--- config.mk ---
export PLATFORM = sky130hd
export DESIGN_NAME = ses_status_top
export DESIGN_NICKNAME = d
export VERILOG_FILES = /design/src/hw/ses_pkg.sv /design/src/hw/ses_status_top.sv /design/src/hw/ses_reg_set.sv
export SDC_FILE = /design/constraint.sdc
export NUM_CORES = 1
export LEC_CHECK = 0
export ABC_CLOCK_PERIOD_IN_PS = 2300
export BUFFER_PORTS_ARGS = -buffer_cell sky130_fd_sc_hd__clkbuf_2
export CAP_MARGIN = 20
export CORE_MARGIN = 2
export CORE_UTILIZATION = 45
export DETAILED_ROUTE_END_ITERATION = 8
export MAX_ROUTING_LAYER = met4
export PLACE_DENSITY = 0.6
export SKIP_CTS_REPAIR_TIMING = 1
export SLEW_MARGIN = 30
export SYNTH_ARGS = -nofsm -noshare
export SYNTH_HDL_FRONTEND = slang
export SYNTH_SLANG_ARGS = --single-unit
--- constraint.sdc ---
create_clock -name core_clk -period 2.3 [get_ports core_clk]
set_input_delay 0.23 -clock core_clk [delete_from_list [all_inputs] [get_ports core_clk]]
set_output_delay 0.23 -clock core_clk [all_outputs]
set_load 0.02 [all_outputs]
--- src/hw/ses_pkg.sv ---
// status/event/service-request package: register set ids, bit positions,
// reset values and the command carrier shared by the status block files.
// assumes a command parser upstream that turns bus messages into commands.
package ses_pkg;

  localparam int SET_W = 16;
  localparam int BYTE_W = 8;
  localparam int SEL_W = 3;

  // register set selectors
  localparam logic [2:0] SET_USER = 3'h0;
  localparam logic [2:0] SET_DEVST = 3'h1;
  localparam logic [2:0] SET_QUEST = 3'h2;
  localparam logic [2:0] SET_OPER = 3'h3;
  localparam logic [2:0] SET_STDEV = 3'h4;
  localparam int NUM_SETS = 5;

  // summary status byte bit positions
  localparam int STB_USER = 0;
  localparam int STB_DEVST = 2;
  localparam int STB_QUEST = 3;
  localparam int STB_MAV = 4;
  localparam int STB_STDEV = 5;
  localparam int STB_RQS = 6;
  localparam int STB_OPER = 7;

  // values after reset
  localparam logic [15:0] PTR_RESET = 16'hFFFF;
  localparam logic [15:0] NTR_RESET = 16'h0000;
  localparam logic [15:0] ENA_RESET = 16'h0000;
  localparam logic [7:0] SRE_RESET = 8'h00;
  localparam logic [7:0] SRE_WR_MASK = 8'hBF;

  typedef enum logic [3:0] {
    OP_RD_COND,
    OP_RD_EVENT,
    OP_RD_PTR,
    OP_WR_PTR,
    OP_RD_NTR,
    OP_WR_NTR,
    OP_RD_ENA,
    OP_WR_ENA,
    OP_CLS,
    OP_RD_STB,
    OP_RD_SRE,
    OP_WR_SRE
  } ses_op_e;

  typedef struct packed {
    ses_op_e op;
    logic [2:0] set;
    logic [15:0] data;
  } ses_cmd_s;

endpackage

--- src/hw/ses_status_top.sv ---
// status reporting block: four 16-bit register sets, the 8-bit standard
// event set, the summary status byte, its service-request mask and
// service-request generation toward the bus controller.
// assumes a command parser issues one-cycle commands and a bus interface
// raises spoll_req for one cycle when the controller serial-polls.
// limitation: a rise while a request waits is not remembered.
// the request line is a level held until the poll.
//
// Notes on behaviour
// - status byte and standard events are 8 bits; others 16, bit 15 zero.
// - condition bits follow their condition live and are read only.
// - rising condition sets the event bit only with positive filter set.
// - falling condition sets the event bit only with negative filter set.
// - both filters set means either direction of change is reported.
// - event bits stay set until the event register is cleared.
// - reading an event register clears all its bits.
// - clear status command clears every event register together.
// - summary is the or of enabled event bits; enables read and write.
// - a rising enabled byte bit starts a request only if none pending.
// - a request stays pending until the controller serial-polls.
// - starting a request drives the request line and sets the flag.
// - serial poll returns the byte, then clears only the request flag.
// - bit 6 gives request flag on poll, master summary on query.
// - byte acts as a condition register; mask bit 6 always reads 0.
// - byte bit 0 sums user events, bit 2 device state events.
// - byte bit 3 sums questionable events, bit 5 standard events.
// - byte bit 4 is set while the output queue holds a message.
// - master summary flag is one when any enabled byte bit is one.
// - byte bit 7 sums the standard operation events.
`timescale 1ns/1ps
module ses_status_top #(
  parameter int SET_WIDTH = ses_pkg::SET_W,
  parameter int EVT_WIDTH = ses_pkg::BYTE_W
) (
  input wire logic core_clk,
  input wire logic reset_n,
  input wire logic [SET_WIDTH-1:0] user_cond,
  input wire logic [SET_WIDTH-1:0] devst_cond,
  input wire logic [SET_WIDTH-1:0] quest_cond,
  input wire logic [SET_WIDTH-1:0] oper_cond,
  input wire logic [EVT_WIDTH-1:0] std_event_in,
  input wire logic msg_avail,
  input wire logic cmd_valid,
  input wire ses_pkg::ses_cmd_s cmd,
  output logic rsp_valid,
  output logic [SET_WIDTH-1:0] rsp_data,
  input wire logic spoll_req,
  output logic spoll_valid,
  output logic [7:0] spoll_data,
  output logic srq,
  output logic request_service_flag,
  output logic master_summary_flag
);

  // wide sets take codes 0 to 3, standard events code 4
  localparam int NS = ses_pkg::NUM_SETS;

  // true when a valid command of the given op addresses the given set
  function automatic logic hit(input logic v, input ses_pkg::ses_cmd_s c,
                               input ses_pkg::ses_op_e op, input logic [2:0] s);
    hit = v && (c.op == op) && (c.set == s);
  endfunction

  // per-set views, indexed by the set field
  logic [NS-1:0][SET_WIDTH-1:0] cond_a;
  logic [NS-1:0][SET_WIDTH-1:0] ptr_a;
  logic [NS-1:0][SET_WIDTH-1:0] ntr_a;
  logic [NS-1:0][SET_WIDTH-1:0] ena_a;
  logic [NS-1:0][SET_WIDTH-1:0] evt_a;
  logic [NS-1:0] sum_a;
  wire [NS-2:0][SET_WIDTH-1:0] wide_cond;
  wire cls_w;
  logic [7:0] sre_q;
  logic [7:0] stb_prev_q;
  logic pending_q;
  logic rsp_valid_q;
  logic [SET_WIDTH-1:0] rsp_data_q;
  logic spoll_valid_q;
  logic [7:0] spoll_data_q;
  wire [7:0] stb_cond;
  wire [7:0] stb_rise;
  wire srq_start;
  wire mss_w;
  wire set_ok;
  wire [SET_WIDTH-1:0] rd_mux;
  wire [7:0] stb_query;
  wire [7:0] stb_poll;

  // condition buses gathered for the generate loop
  assign wide_cond[ses_pkg::SET_USER] = user_cond;
  assign wide_cond[ses_pkg::SET_DEVST] = devst_cond;
  assign wide_cond[ses_pkg::SET_QUEST] = quest_cond;
  assign wide_cond[ses_pkg::SET_OPER] = oper_cond;
  assign cls_w = cmd_valid && (cmd.op == ses_pkg::OP_CLS);

  // four general 16-bit sets with full transition filters
  for (genvar g = 0; g < NS - 1; g++) begin : g_wide
    ses_reg_set #(
      .WIDTH(SET_WIDTH),
      .ZERO_MSB(1'b1),
      .FIXED_PTR(1'b0)
    ) u_set (
      .core_clk(core_clk),
      .reset_n(reset_n),
      .cond_in(wide_cond[g]),
      .wr_ptr(hit(cmd_valid, cmd, ses_pkg::OP_WR_PTR, 3'(g))),
      .wr_ntr(hit(cmd_valid, cmd, ses_pkg::OP_WR_NTR, 3'(g))),
      .wr_ena(hit(cmd_valid, cmd, ses_pkg::OP_WR_ENA, 3'(g))),
      .wr_data(cmd.data),
      .rd_clr(hit(cmd_valid, cmd, ses_pkg::OP_RD_EVENT, 3'(g))),
      .cls(cls_w),
      .cond_out(cond_a[g]),
      .ptr_out(ptr_a[g]),
      .ntr_out(ntr_a[g]),
      .ena_out(ena_a[g]),
      .event_out(evt_a[g]),
      .summary(sum_a[g])
    );
  end

  // standard event outputs, widened below
  logic [EVT_WIDTH-1:0] se_cond;
  logic [EVT_WIDTH-1:0] se_ptr;
  logic [EVT_WIDTH-1:0] se_ntr;
  logic [EVT_WIDTH-1:0] se_ena;
  logic [EVT_WIDTH-1:0] se_evt;

  // standard events: 8 bits, every rising input is latched, no filters
  ses_reg_set #(
    .WIDTH(EVT_WIDTH),
    .ZERO_MSB(1'b0),
    .FIXED_PTR(1'b1)
  ) u_std_event (
    .core_clk(core_clk),
    .reset_n(reset_n),
    .cond_in(std_event_in),
    .wr_ptr(1'b0),
    .wr_ntr(1'b0),
    .wr_ena(hit(cmd_valid, cmd, ses_pkg::OP_WR_ENA, ses_pkg::SET_STDEV)),
    .wr_data(cmd.data[EVT_WIDTH-1:0]),
    .rd_clr(hit(cmd_valid, cmd, ses_pkg::OP_RD_EVENT, ses_pkg::SET_STDEV)),
    .cls(cls_w),
    .cond_out(se_cond),
    .ptr_out(se_ptr),
    .ntr_out(se_ntr),
    .ena_out(se_ena),
    .event_out(se_evt),
    .summary(sum_a[ses_pkg::SET_STDEV])
  );

  // narrow set widened so one read mux serves all five sets
  assign cond_a[ses_pkg::SET_STDEV] = SET_WIDTH'(se_cond);
  assign ptr_a[ses_pkg::SET_STDEV] = SET_WIDTH'(se_ptr);
  assign ntr_a[ses_pkg::SET_STDEV] = SET_WIDTH'(se_ntr);
  assign ena_a[ses_pkg::SET_STDEV] = SET_WIDTH'(se_ena);
  assign evt_a[ses_pkg::SET_STDEV] = SET_WIDTH'(se_evt);

  // summary status byte as a live condition register, bit 6 held apart
  assign stb_cond[ses_pkg::STB_USER] = sum_a[ses_pkg::SET_USER];
  assign stb_cond[1] = 1'b0;
  assign stb_cond[ses_pkg::STB_DEVST] = sum_a[ses_pkg::SET_DEVST];
  assign stb_cond[ses_pkg::STB_QUEST] = sum_a[ses_pkg::SET_QUEST];
  assign stb_cond[ses_pkg::STB_MAV] = msg_avail;
  assign stb_cond[ses_pkg::STB_STDEV] = sum_a[ses_pkg::SET_STDEV];
  assign stb_cond[ses_pkg::STB_RQS] = 1'b0;
  assign stb_cond[ses_pkg::STB_OPER] = sum_a[ses_pkg::SET_OPER];

  // master summary and request start; mask bit 6 is zero so never counts
  assign mss_w = |(stb_cond & sre_q);
  assign stb_rise = stb_cond & ~stb_prev_q & sre_q;
  // a rise while a request waits is dropped, not queued behind the poll
  assign srq_start = (|stb_rise) && !pending_q;
  assign stb_query = {stb_cond[7], mss_w, stb_cond[5:0]};
  assign stb_poll = {stb_cond[7], pending_q, stb_cond[5:0]};

  // command read data; unknown sets and write ops answer zero
  // byte and mask ops ignore the set field
  assign set_ok = cmd.set < 3'(NS);
  assign rd_mux =
    (cmd.op == ses_pkg::OP_RD_STB) ? SET_WIDTH'(stb_query) :
    (cmd.op == ses_pkg::OP_RD_SRE) ? SET_WIDTH'(sre_q) :
    !set_ok ? '0 :
    (cmd.op == ses_pkg::OP_RD_COND) ? cond_a[cmd.set] :
    (cmd.op == ses_pkg::OP_RD_EVENT) ? evt_a[cmd.set] :
    (cmd.op == ses_pkg::OP_RD_PTR) ? ptr_a[cmd.set] :
    (cmd.op == ses_pkg::OP_RD_NTR) ? ntr_a[cmd.set] :
    (cmd.op == ses_pkg::OP_RD_ENA) ? ena_a[cmd.set] : '0;

  // service-request mask and edge history of the byte
  always_ff @(posedge core_clk) begin
    if (!reset_n) begin
      sre_q <= ses_pkg::SRE_RESET;
      stb_prev_q <= '0;
    end else begin
      stb_prev_q <= stb_cond;
      // bit 6 is masked before it lands, so it reads back 0
      if (cmd_valid && cmd.op == ses_pkg::OP_WR_SRE) sre_q <= cmd.data[7:0] & ses_pkg::SRE_WR_MASK;
    end
  end

  // pending request; the poll clears only this flag
  // a start in a poll cycle wins; that poll found no request
  always_ff @(posedge core_clk) begin
    if (!reset_n) pending_q <= 1'b0;
    else if (srq_start) pending_q <= 1'b1;
    else if (spoll_req) pending_q <= 1'b0;
  end

  // registered answers to commands and serial polls
  // data words hold until the next request for slow readers
  always_ff @(posedge core_clk) begin
    if (!reset_n) begin
      rsp_valid_q <= 1'b0;
      rsp_data_q <= '0;
      spoll_valid_q <= 1'b0;
      spoll_data_q <= '0;
    end else begin
      rsp_valid_q <= cmd_valid;
      rsp_data_q <= cmd_valid ? rd_mux : rsp_data_q;
      spoll_valid_q <= spoll_req;
      spoll_data_q <= spoll_req ? stb_poll : spoll_data_q;
    end
  end

  // all outputs from flops except the live master summary
  assign rsp_valid = rsp_valid_q;
  assign rsp_data = rsp_data_q;
  assign spoll_valid = spoll_valid_q;
  assign spoll_data = spoll_data_q;
  assign srq = pending_q;
  assign request_service_flag = pending_q;
  assign master_summary_flag = mss_w;

  // request start and hold
  a_srq_start: assert property (@(posedge core_clk) disable iff (!reset_n)
    ((|stb_rise) && !pending_q) |=> (srq && request_service_flag))
    else $error("enabled summary rise did not start a service request");
  a_srq_no_cause: assert property (@(posedge core_clk) disable iff (!reset_n)
    $rose(srq) |-> ($past(stb_rise) != 8'h00))
    else $error("service request started without an enabled rise");
  a_srq_pending: assert property (@(posedge core_clk) disable iff (!reset_n)
    (srq && !spoll_req) |=> srq)
    else $error("pending service request dropped before serial poll");

  // serial poll answer
  a_poll_clears: assert property (@(posedge core_clk) disable iff (!reset_n)
    (srq && spoll_req) |=> (!srq && spoll_valid && spoll_data[ses_pkg::STB_RQS]))
    else $error("serial poll did not return and clear the request flag");
  a_poll_other_bits: assert property (@(posedge core_clk) disable iff (!reset_n)
    spoll_req |=> (spoll_data[5:0] == $past(stb_cond[5:0])) && (spoll_data[7] == $past(stb_cond[7])))
    else $error("serial poll byte lost other status bits");

  // byte query and mask
  a_query_mss: assert property (@(posedge core_clk) disable iff (!reset_n)
    (cmd_valid && cmd.op == ses_pkg::OP_RD_STB) |=> (rsp_data[ses_pkg::STB_RQS] == $past(mss_w)))
    else $error("status query bit 6 is not the master summary");
  a_mask_bit6: assert property (@(posedge core_clk) disable iff (!reset_n)
    sre_q[ses_pkg::STB_RQS] == 1'b0)
    else $error("service request mask bit 6 is set");

  // summary and queue bits
  a_mss_or: assert property (@(posedge core_clk) disable iff (!reset_n)
    master_summary_flag == ((stb_cond & sre_q) != 8'h00))
    else $error("master summary flag differs from enabled byte bits");
  a_msg_bit: assert property (@(posedge core_clk) disable iff (!reset_n)
    (cmd_valid && cmd.op == ses_pkg::OP_RD_STB) |=> (rsp_data[ses_pkg::STB_MAV] == $past(msg_avail)))
    else $error("message available bit does not follow the queue");

  // request and answer side
  a_no_start_masked: assert property (@(posedge core_clk) disable iff (!reset_n)
    (!srq && stb_rise == 8'h00) |=> !srq)
    else $error("request rose with no enabled rise");
  a_poll_bit6: assert property (@(posedge core_clk) disable iff (!reset_n)
    spoll_req |=> (spoll_valid && spoll_data[ses_pkg::STB_RQS] == $past(srq)))
    else $error("poll bit 6 is not the request flag");
  a_sre_write: assert property (@(posedge core_clk) disable iff (!reset_n)
    (cmd_valid && cmd.op == ses_pkg::OP_WR_SRE) |=> (sre_q == ($past(cmd.data[7:0]) & ses_pkg::SRE_WR_MASK)))
    else $error("mask write lost");
  a_rsp_strobe: assert property (@(posedge core_clk) disable iff (!reset_n)
    cmd_valid |=> rsp_valid)
    else $error("command without response strobe");
  // byte query read path and the width rule
  a_query_oper: assert property (@(posedge core_clk) disable iff (!reset_n)
    (cmd_valid && cmd.op == ses_pkg::OP_RD_STB) |=> rsp_data[ses_pkg::STB_OPER] == $past(sum_a[ses_pkg::SET_OPER]))
    else $error("query bit 7 lost the operation sum");
  a_rsp_msb: assert property (@(posedge core_clk) disable iff (!reset_n)
    rsp_valid |-> (rsp_data[SET_WIDTH-1] == 1'b0))
    else $error("top bit of a response is set");
  // no disable here, so the reset cycles are seen
  a_reset_clears: assert property (@(posedge core_clk) !reset_n |=>
    (!srq && !rsp_valid && !spoll_valid))
    else $error("reset left a request or strobe");

  // main scenarios worth seeing
  c_srq_start: cover property (@(posedge core_clk) disable iff (!reset_n) $rose(srq));
  c_poll_clear: cover property (@(posedge core_clk) disable iff (!reset_n) srq && spoll_req);
  c_clear_status: cover property (@(posedge core_clk) disable iff (!reset_n) cls_w && sum_a != '0);
  c_rise_blocked: cover property (@(posedge core_clk) disable iff (!reset_n) (|stb_rise) && pending_q);
  c_mss_query: cover property (@(posedge core_clk) disable iff (!reset_n) cmd_valid && cmd.op == ses_pkg::OP_RD_STB && mss_w);

endmodule // ses_status_top

--- src/hw/ses_reg_set.sv ---
// one status register set: condition, transition filters, sticky event,
// enable mask and summary bit.
// assumes condition inputs are synchronous to core_clk.
`timescale 1ns/1ps
module ses_reg_set #(
  parameter int WIDTH = 16,
  parameter bit ZERO_MSB = 1'b1,
  parameter bit FIXED_PTR = 1'b0
) (
  input wire logic core_clk,
  input wire logic reset_n,
  input wire logic [WIDTH-1:0] cond_in,
  input wire logic wr_ptr,
  input wire logic wr_ntr,
  input wire logic wr_ena,
  input wire logic [WIDTH-1:0] wr_data,
  input wire logic rd_clr,
  input wire logic cls,
  output logic [WIDTH-1:0] cond_out,
  output logic [WIDTH-1:0] ptr_out,
  output logic [WIDTH-1:0] ntr_out,
  output logic [WIDTH-1:0] ena_out,
  output logic [WIDTH-1:0] event_out,
  output logic summary
);

  localparam logic [WIDTH-1:0] ALL1 = {WIDTH{1'b1}};
  localparam logic [WIDTH-1:0] MASK = ZERO_MSB ? {1'b0, {(WIDTH-1){1'b1}}} : ALL1;

  logic [WIDTH-1:0] prev_q;
  logic [WIDTH-1:0] ptr_q;
  logic [WIDTH-1:0] ntr_q;
  logic [WIDTH-1:0] ena_q;
  logic [WIDTH-1:0] event_q;
  logic [WIDTH-1:0] event_d;
  wire [WIDTH-1:0] cond_w;
  wire [WIDTH-1:0] ptr_eff;
  wire [WIDTH-1:0] ntr_eff;
  wire [WIDTH-1:0] pos_w;
  wire [WIDTH-1:0] neg_w;
  wire [WIDTH-1:0] new_evt;

  // condition passes straight through, top bit forced low on wide sets
  assign cond_w = cond_in & MASK;
  // a fixed filter reports every rising edge, used for the standard events
  assign ptr_eff = FIXED_PTR ? MASK : ptr_q;
  assign ntr_eff = FIXED_PTR ? '0 : ntr_q;
  assign pos_w = cond_w & ~prev_q & ptr_eff;
  assign neg_w = ~cond_w & prev_q & ntr_eff;
  assign new_evt = pos_w | neg_w;
  // a new event in the clearing cycle survives the clear
  assign event_d = ((rd_clr | cls) ? '0 : event_q) | new_evt;

  // edge history and sticky events
  always_ff @(posedge core_clk) begin
    if (!reset_n) begin
      prev_q <= '0;
      event_q <= '0;
    end else begin
      prev_q <= cond_w;
      event_q <= event_d;
    end
  end

  // software-written filters and enable
  always_ff @(posedge core_clk) begin
    if (!reset_n) begin
      ptr_q <= ses_pkg::PTR_RESET[WIDTH-1:0] & MASK;
      ntr_q <= ses_pkg::NTR_RESET[WIDTH-1:0];
      ena_q <= ses_pkg::ENA_RESET[WIDTH-1:0];
    end else begin
      if (wr_ptr && !FIXED_PTR) ptr_q <= wr_data & MASK;
      if (wr_ntr && !FIXED_PTR) ntr_q <= wr_data & MASK;
      if (wr_ena) ena_q <= wr_data & MASK;
    end
  end

  assign cond_out = cond_w;
  assign ptr_out = ptr_eff;
  assign ntr_out = ntr_eff;
  assign ena_out = ena_q;
  assign event_out = event_q;
  assign summary = |(event_q & ena_q);

  a_pos_edge_sets: assert property (@(posedge core_clk) disable iff (!reset_n)
    (pos_w != '0) |=> ((event_q & $past(pos_w)) == $past(pos_w)))
    else $error("enabled rising condition did not set its event bit");
  a_neg_edge_sets: assert property (@(posedge core_clk) disable iff (!reset_n)
    (neg_w != '0) |=> ((event_q & $past(neg_w)) == $past(neg_w)))
    else $error("enabled falling condition did not set its event bit");
  a_event_no_spur: assert property (@(posedge core_clk) disable iff (!reset_n)
    1'b1 |=> ((event_q & ~$past(event_q) & ~$past(new_evt)) == '0))
    else $error("event bit set without a filtered transition");
  a_event_sticky: assert property (@(posedge core_clk) disable iff (!reset_n)
    (!rd_clr && !cls) |=> ((event_q & $past(event_q)) == $past(event_q)))
    else $error("event bit dropped without a clear");
  a_read_clears: assert property (@(posedge core_clk) disable iff (!reset_n)
    ((rd_clr || cls) && new_evt == '0) |=> (event_q == '0))
    else $error("event register not cleared by read or clear status");
  a_summary_or: assert property (@(posedge core_clk) disable iff (!reset_n)
    summary == ((event_q & ena_q) != '0))
    else $error("summary bit differs from enabled event or");
  a_msb_zero: assert property (@(posedge core_clk) disable iff (!reset_n)
    ((cond_out | event_out | ena_out) & ~MASK) == '0)
    else $error("top bit of a wide set is not zero");

endmodule // ses_reg_set

* Yosys cells after proc, flatten, opt, wreduce, memory -nomap -nowiden
Cells that the tools add are included.
** Storage, ports and cells
- Register bits :: 373
** Cells by class
- Bitwise gates (word level) :: 49
- Eq/ne operators :: 15
- Order comparisons :: 2
- Muxes and demuxes :: 25
- Reductions and logical operators :: 36
** Operator list (number)
- 16-bit 2-to-1 mux :: 17
- 16-bit binary-select mux with 3-bit select :: 5
- 16-bit by 15-bit bitwise AND with 16-bit output :: 12
- 16-bit bitwise OR :: 8
- 15-bit by 16-bit bitwise AND with 16-bit output :: 4
- 16-bit bitwise AND :: 4
- 15-bit NOT with 16-bit output :: 4
- 16-bit NOT :: 4
- 16-bit OR reduction :: 4
- 8-bit bitwise AND :: 5
- 1-bit logical AND :: 25
- 8-bit OR reduction :: 3
- 4-bit by 3-bit equality test with 1-bit output, second input constant :: 4
- 4-bit equality test, second input constant :: 4
- 8-bit NOT :: 2
- 4-bit by 2-bit equality test with 1-bit output, second input constant :: 2
- 8-bit 2-to-1 mux :: 1
- 8-bit bitwise OR :: 1
- 3-bit by 2-bit equality test with 1-bit output, second input constant :: 2
- 1-bit bitwise OR :: 5
- 4-bit by 1-bit equality test with 1-bit output, second input constant :: 1
- 4-bit zero test :: 1
- 3-bit by 4-bit less-than comparator with 1-bit output, second input constant :: 1
- 3-bit by 1-bit equality test with 1-bit output, second input constant :: 1
- 6 further kinds :: 7

* Depth between registers and ports, before layout
Gate-level depths: netlist of run 1.
- Depth in word-level cells :: 10
- Mapped depth :: 11
- Depth with buffers taken out :: 6

* By module
A second synthesis of run 1 with hierarchy kept.
** Second synthesis, totals
- Cell total of the unflattened synthesis :: 1709
- Area, all modules :: 18127.4 µm²
** Modules (own cells, without submodules)
- ses_reg_set at g_wide[0].u_set ... :: cells each 286, area each 3050.4 µm², instances 4
- ses_status_top :: cells each 457, area each 4784.6 µm², instances 1
- ses_reg_set at u_std_event :: cells each 108, area each 1141.1 µm², instances 1

* Least setup slack after synthesis of run 1
OpenSTA, ideal clock, no wires.
- Path kind :: reg-to-output
- Start point :: register g_wide[0].u_set.event_q[3]
- End point :: output master_summary_flag
- Cell stages (with the launch flop) :: 7
- Data required time :: 2.070 ns
- Buffers on the path :: 0
- Arrival :: 1.572 ns
- Path slack :: 0.498 ns
- Path through :: dfxtp_1 -> a222oi_1 -> nand3_1 -> nor3_1 -> o22ai_1 -> nor4_1 -> inv_1
** On the way
- Longest elaborated chain between the ends :: 4
** RTL lines
- from (decl) :: line ses_reg_set.sv:34 : logic [WIDTH-1:0] event_q;
- from (signal assigned) :: line ses_reg_set.sv:61 : event_q <= event_d;
- 16-bit by 15-bit bitwise AND with 16-bit output :: line ses_reg_set.sv:83 : assign summary = |(event_q & ena_q);
- 16-bit OR reduction :: line ses_reg_set.sv:83
- 8-bit bitwise AND :: line ses_status_top.sv:169 : assign mss_w = |(stb_cond & sre_q);
- 8-bit OR reduction :: line ses_status_top.sv:169
- to (decl) :: line ses_status_top.sv:52 : output logic master_summary_flag
Every way passes these cells.

* Worst setup path after layout of run 1
- Start point :: register g_wide[3].u_set.event_q[5]
- End point :: output master_summary_flag
** On the way
- Longest elaborated chain between the ends :: 4
** RTL lines (line)
- from (decl) :: ses_reg_set.sv:34
- from (signal assigned) :: ses_reg_set.sv:61
- 16-bit by 15-bit bitwise AND with 16-bit output :: ses_reg_set.sv:83
- 16-bit OR reduction :: ses_reg_set.sv:83
- 8-bit bitwise AND :: ses_status_top.sv:169
- 8-bit OR reduction :: ses_status_top.sv:169
Every way passes these cells.

==> flow_metrics.py, run 1 <==
metrics = {
    "timing": {
        "hold_viol_final": 1,
        "skew_ns": 0.0278,
        "setup_viol": 1,
        "tns_ns": -0.310,
        "fin_crit_ns": 2.61,
        "whs_ns": -0.00887,
        "fmaxAchievable_mhz": 383,
        "tightestPinTransition_ns": 0.686,
        "rsz0062_at_grt": "yes",
        "drv_slew": 0,
        "slew_headroom": 0.543,
        "min_period_over_period": 1.13,
        "setup_ws_ns": -0.310,
    },
    "logic_synthesis": {
        "synth.area.top_cells": "dfxtp_1 (43%), mux2i_1 (7.2%), mux4_2 (7.1%)",
        "netlist_instances": 1862,
        "ys.flop_type": "dfxtp_1",
        "ys_warn_count": 0,
        "seq_area_frac_synth": 0.429,
        "synth_top_area_cell": "dfxtp_1",
        "ys_async_sr_fraction": 0,
        "syn_area_um2": 16900,
        "synth_top_area_share": 0.429,
        "ys_types": 69,
        "syn_avg_cell_area_um2": 9.06,
        "synth_edf_count": 0,
        "ys_ff_latch": 362,
    },
    "cells_and_area": {
        "design_area_um2": 20400,
        "syn2layout_area_growth_pct": 20.6,
        "multi_input_area_um2": 8920,
        "nets": 2166,
        "utilization": 0.553,
        "drive_gt1_frac": 0.174,
        "regArea_um2": 7250,
        "finalNonFillerCells": 2567,
        "fill_cells": 3365,
    },
    "status": {
        "violations": "negative hold slack, negative setup slack",
        "status": "finished with violations",
    },
    "die": {
        "die_height_um": 198,
        "start_util": 0.459,
        "die_area_um2": 39100,
        "core_um2": 36800,
        "rows": 70,
        "ios": 129,
        "die_w_um": 198,
    },
    "clocking": {
        "cts_made_buffers": 40,
        "clk_latency_ns": 0.56,
        "cts_tree": "yes",
        "cts_htree_levels": 2,
        "cts_max_path_buffers": 3,
        "clock-sinks": 362,
        "clock-root-buffer": "clkbuf_16",
        "path_clk_slew_ns": 0.06,
    },
    "worst_setup_path": {
        "critPathCaptureType": "primary output",
        "path_max_fanout": 4,
        "arrival_ns": 2.38,
        "critical_path_class": "flop to primary output",
        "startpoint_type": "flop",
        "required_ns": 2.07,
        "r2r_slack_ns": 0.30,
    },
    "global_routing": {
        "overflow": 0,
        "grt_pass1_vias": 13700,
        "grt_pass1_wl_um": 86500,
        "grt_use_total": 0.305,
        "grt_max_degree": 167,
        "antenna_found_initial": 2,
    },
    "drt": {
        "wl_per_cell_um": 22.7,
        "first_iter_violations": 1419,
        "dr.pass1.iters": 6,
        "drc_errors": 0,
        "drt_wl_total_um": 58300,
        "vias_per_cell": 5.77,
        "antenna_left": 0,
        "routed-via-count": 14800,
    },
    "pwr": {
        "ir_worst_vdd_uv": 461,
        "p_leak_nw": 8.09,
        "p_per_area_nw_per_um2": 701,
        "finalPower_mw": 14.3,
    },
    "job": {
        "maxCapViolations": 0,
    },
    "place": {
        "pre_cts_slack_ns": 0.136,
        "dp.cells": 2421,
        "portBuffers": 121,
        "dpl.hpwl_um": 40800,
        "place_area_um2": 18300,
        "gp_congestion": 0.953,
    },
    "hold_path": {
        "hp-class": "input port to flop",
    },
}
## power by group
| group | switching [mW] | internal (mW) |
|---|---|---|
| sequential | 0.183 | 6.46 |
| combinational | 0.739 | 0.588 |
| clock | 2.64 | 3.64 |
## state kept, by name, summed over array words and instances, names as in the netlist
name,cells
g_wide.u_set.ptr_out,60
g_wide.u_set.ena_out,60
u_std_event.prev_q,8
spoll_data,7
spoll_valid,1
stb_prev_q,6
request_service_flag,1
rsp_valid,1
u_std_event.ena_out,8
u_std_event.event_out,8
rsp_data,15
sre_q,7
g_wide.u_set.ntr_out,60
g_wide.u_set.event_out,60
g_wide.u_set.prev_q,60
## layer usage
metal,up-vias,GRT usage,part of all wire
met4,0,0.115,0.037
met2,620,0.457,0.45
li1,6956,-,-
met5,-,-,0
met3,123,0.0558,0.077
met1,7102,0.409,0.44
## final timing paths
| kind | cells after the start | start | to |
|---|---|---|---|
| worst max-delay path | 8 | g_wide[3].u_set.event_out[5] | master_summary_flag |
| worst min register to register | 1 | u_std_event.prev_q[2] | u_std_event.event_out[2] |
| worst min-delay path | 2 | quest_cond[7] | g_wide[2].u_set.prev_q[7] |
| worst max register to register | 8 | g_wide[3].u_set.event_out[5] | rsp_data[6] |
## logic make-up (layout without fill, tap and decap cells)
logic type	after synthesis	in the layout	share of synthesized area
and+or+nand+nor	802	802	0.246
muxes	175	175	0.143
other	1	4	0.000222
AOI/OAI and AO/OA	367	367	0.137
buffers and inverters	155	389	0.0443
DFF	362	362	0.429
## area by class of cell
cell class                      instances  share of cell area
Antenna cell                            2            0.000246
Clock buffer                           65              0.0602
Clock inverter                          8             0.00283
Inverter                               16             0.00295
Multi-Input combinational cell       1346               0.438
Sequential cell                       362               0.356
Tap cell                              468              0.0288
Timing Repair Buffer                  300               0.110
## cell usage in the layout, fill, tap and decap left out, types with 3 or more instances in the layout
cell type	count
dfxtp_1	361
nand2_1	298
nor2b_1	161
nand3_1	126
mux2i_1	121
clkbuf_2	117
a21oi_1	106
buf_4	104
o21ai_0	82
dlygate4sd3_1	68
and2_1	66
nand3b_1	61
a21boi_0	54
mux4_2	53
a22oi_1	44
nor2_1	42
clkbuf_16	40
inv_1	16
o221ai_1	14
clkbuf_8	14
a31oi_1	12
clkbuf_1	12
nand2b_1	10
a221oi_1	8
buf_12	8
o31ai_1	7
o22ai_1	6
a222oi_1	5
nor3_1	5
o21ai_1	5
clkinv_2	5
o211a_1	4
nor3_2	3
and3_1	3
o211ai_1	3
## critical path: stages, from the launching register on
cell	delay, ns
dfxtp_4	0.36
a222oi_1	0.35
nand3_1	0.15
nor3_2	0.20
buf_4	0.19
nor2b_4	0.06
nor4_4	0.29
inv_1	0.08
buf_6	0.14
## synthesized netlist by cell type, types with 3 or more instances
cell	instances
a31oi_1	12
and3_1	3
o31ai_1	7
a22oi_1	44
nor2b_1	162
buf_6	8
mux2i_1	121
clkbuf_1	81
buf_2	32
buf_1	4
o21ai_0	82
nand2_1	298
o21ai_1	5
nand3_1	126
nor2_1	42
nand3b_1	61
mux4_2	53
a21oi_1	106
and2_1	66
a221oi_1	8
inv_1	16
o22ai_1	6
a21boi_0	54
o211ai_1	3
buf_4	11
nor3_1	7
dfxtp_1	362
o221ai_1	14
nand2b_1	10
o211a_1	4
a222oi_1	5
Power figures use the tool's default switching activity.
==> run 2: changes to the inputs <==
--- a/config.mk
+++ b/config.mk
@@ -5,7 +5,7 @@
 export SDC_FILE = /design/constraint.sdc
 export NUM_CORES = 1
 export LEC_CHECK = 0
-export ABC_CLOCK_PERIOD_IN_PS = 2300
+export ABC_CLOCK_PERIOD_IN_PS = 3300
 export BUFFER_PORTS_ARGS = -buffer_cell sky130_fd_sc_hd__clkbuf_2
 export CAP_MARGIN = 20
 export CORE_MARGIN = 2
==> constraint.sdc (replaced) <==
create_clock -name core_clk -period 3.3 [get_ports core_clk]
set_input_delay 0.33 -clock core_clk [delete_from_list [all_inputs] [get_ports core_clk]]
set_output_delay 0.33 -clock core_clk [all_outputs]
set_load 0.02 [all_outputs]
==> flow_metrics.py, run 2 (synthesis results as in run 1) <==
metrics = {
    "drt": {
        "antenna_left": 0,
        "vias_per_cell": 5.95,
        "drt_wl_total_um": 56700,
        "dr.pass1.iters": 6,
        "wl_per_cell_um": 23.3,
        "drc_errors": 0,
        "routed-via-count": 14500,
        "first_iter_violations": 1455,
    },
    "pwr": {
        "finalPower_mw": 10.1,
        "ir_worst_vdd_uv": 471,
        "p_per_area_nw_per_um2": 524,
        "p_leak_nw": 7.53,
    },
    "timing": {
        "hold_viol_final": 1,
        "drv_slew": 0,
        "rsz0062_at_grt": "no",
        "tightestPinTransition_ns": 0.891,
        "skew_ns": 0.0180,
        "min_period_over_period": 0.910,
        "fin_crit_ns": 3.00,
        "tns_ns": 0,
        "whs_ns": -0.0154,
        "setup_viol": 0,
        "fmaxAchievable_mhz": 333,
        "slew_headroom": 0.406,
    },
    "worst_setup_path": {
        "critPathCaptureType": "primary output",
        "arrival_ns": 2.67,
        "critical_path_class": "flop to primary output",
        "cp-startpoint": "g_wide[3].u_set.event_out[5]",
        "path_max_fanout": 4,
        "startpoint_type": "flop",
        "reg2reg_from": "g_wide[3].u_set.event_out[5]",
        "critical-path-max-stage-delay_ns": 0.44,
        "required_ns": 2.97,
        "path_cells": "a222oi_1 > nand3_1 > nor3_1 > buf_4 > nor2b_1 > nor4_1 > inv_1 > clkbuf_2",
        "crit_slowest_cell": "nor4_1",
    },
    "hold_path": {
        "hp-start": "std_event_in[6]",
        "hp-class": "input port to flop",
    },
    "die": {
        "ios": 129,
        "die_height_um": 198,
        "core_um2": 36800,
        "start_util": 0.459,
        "rows": 70,
        "die_w_um": 198,
        "die_area_um2": 39100,
    },
    "cells_and_area": {
        "utilization": 0.522,
        "syn2layout_area_growth_pct": 13.8,
        "nets": 2038,
        "design_area_um2": 19200,
        "drive_gt1_frac": 0.152,
        "final_cell_mix": "dfxtp_1 (362), nand2_1 (298), nor2b_1 (162)",
        "mostFrequentLayoutCell": "dfxtp_1",
    },
    "clocking": {
        "clock-sinks": 362,
        "clk_latency_ns": 0.56,
        "path_clk_slew_ns": 0.06,
        "cts_made_buffers": 41,
        "cts_tree": "yes",
        "cts_max_path_buffers": 3,
        "cts_htree_levels": 2,
        "clock-root-buffer": "clkbuf_16",
    },
    "place": {
        "gp_congestion": 0.967,
        "place_area_um2": 17800,
        "portBuffers": 121,
        "dpl.hpwl_um": 38600,
    },
    "global_routing": {
        "grt_pass1_vias": 13800,
        "grt_max_degree": 190,
        "grt_pass1_wl_um": 85600,
        "grt_use_total": 0.299,
        "antenna_found_initial": 1,
        "overflow": 0,
    },
    "job": {
        "maxCapViolations": 0,
    },
    "status": {
        "status": "finished with violations",
        "violations": "negative hold slack",
    },
}
## run 2: routing by layer
layer	up-vias	track usage	routed length [um]
met4	0	0.115	2030
met1	7042	0.408	25000
met3	116	0.0495	4600
li1	6696	-	-
met5	-	-	0
met2	632	0.444	25000
## run 2: stage by stage
step                std cells  setup WS (ns)  hold slack [ns]
global route             2435          0.141          0.00902
finish                   2435          0.296          -0.0154
floorplan                1863           1.40            0.399
global placement         2362          0.800            0.407
CTS                      2433          0.319          -0.0336
detailed placement       2362          0.776            0.419
## run 2: where the power goes
| group | leakage (nW) | internal, mW | switching (mW) |
|---|---|---|---|
| combinational | 3.91 | 0.328 | 0.490 |
| sequential | 2.96 | 4.50 | 0.131 |
| clock | 0.663 | 2.75 | 1.87 |
| total | 7.53 | 7.58 | 2.49 |
## run 2: final timing paths
kind	endpoint	slack [ns]	cells past startpoint
worst max-delay path	master_summary_flag	0.30	8
worst min-delay path	u_std_event.prev_q[6]	-0.02	3
worst max register to register	rsp_data[6]	1.14	7
worst min register to register	u_std_event.event_out[0]	0.42	1
## run 2: worst max-delay path: cells and delay by family (launching register included)
kind | cells | cell delay, ns
simple gates | 4 | 0.84
buf+inv | 3 | 0.45
compound gates | 1 | 0.43
flops | 1 | 0.38
## run 2: layout make-up
type,count,area [um^2]
repair buffers,171,1080
multi-input cells,1346,8890
diodes,1,2.50
fillers,3405,17600
clock inverters,13,154
flip-flops and latches,362,7250
inverters,16,60.1
well taps,468,586
clock buffers,58,1190
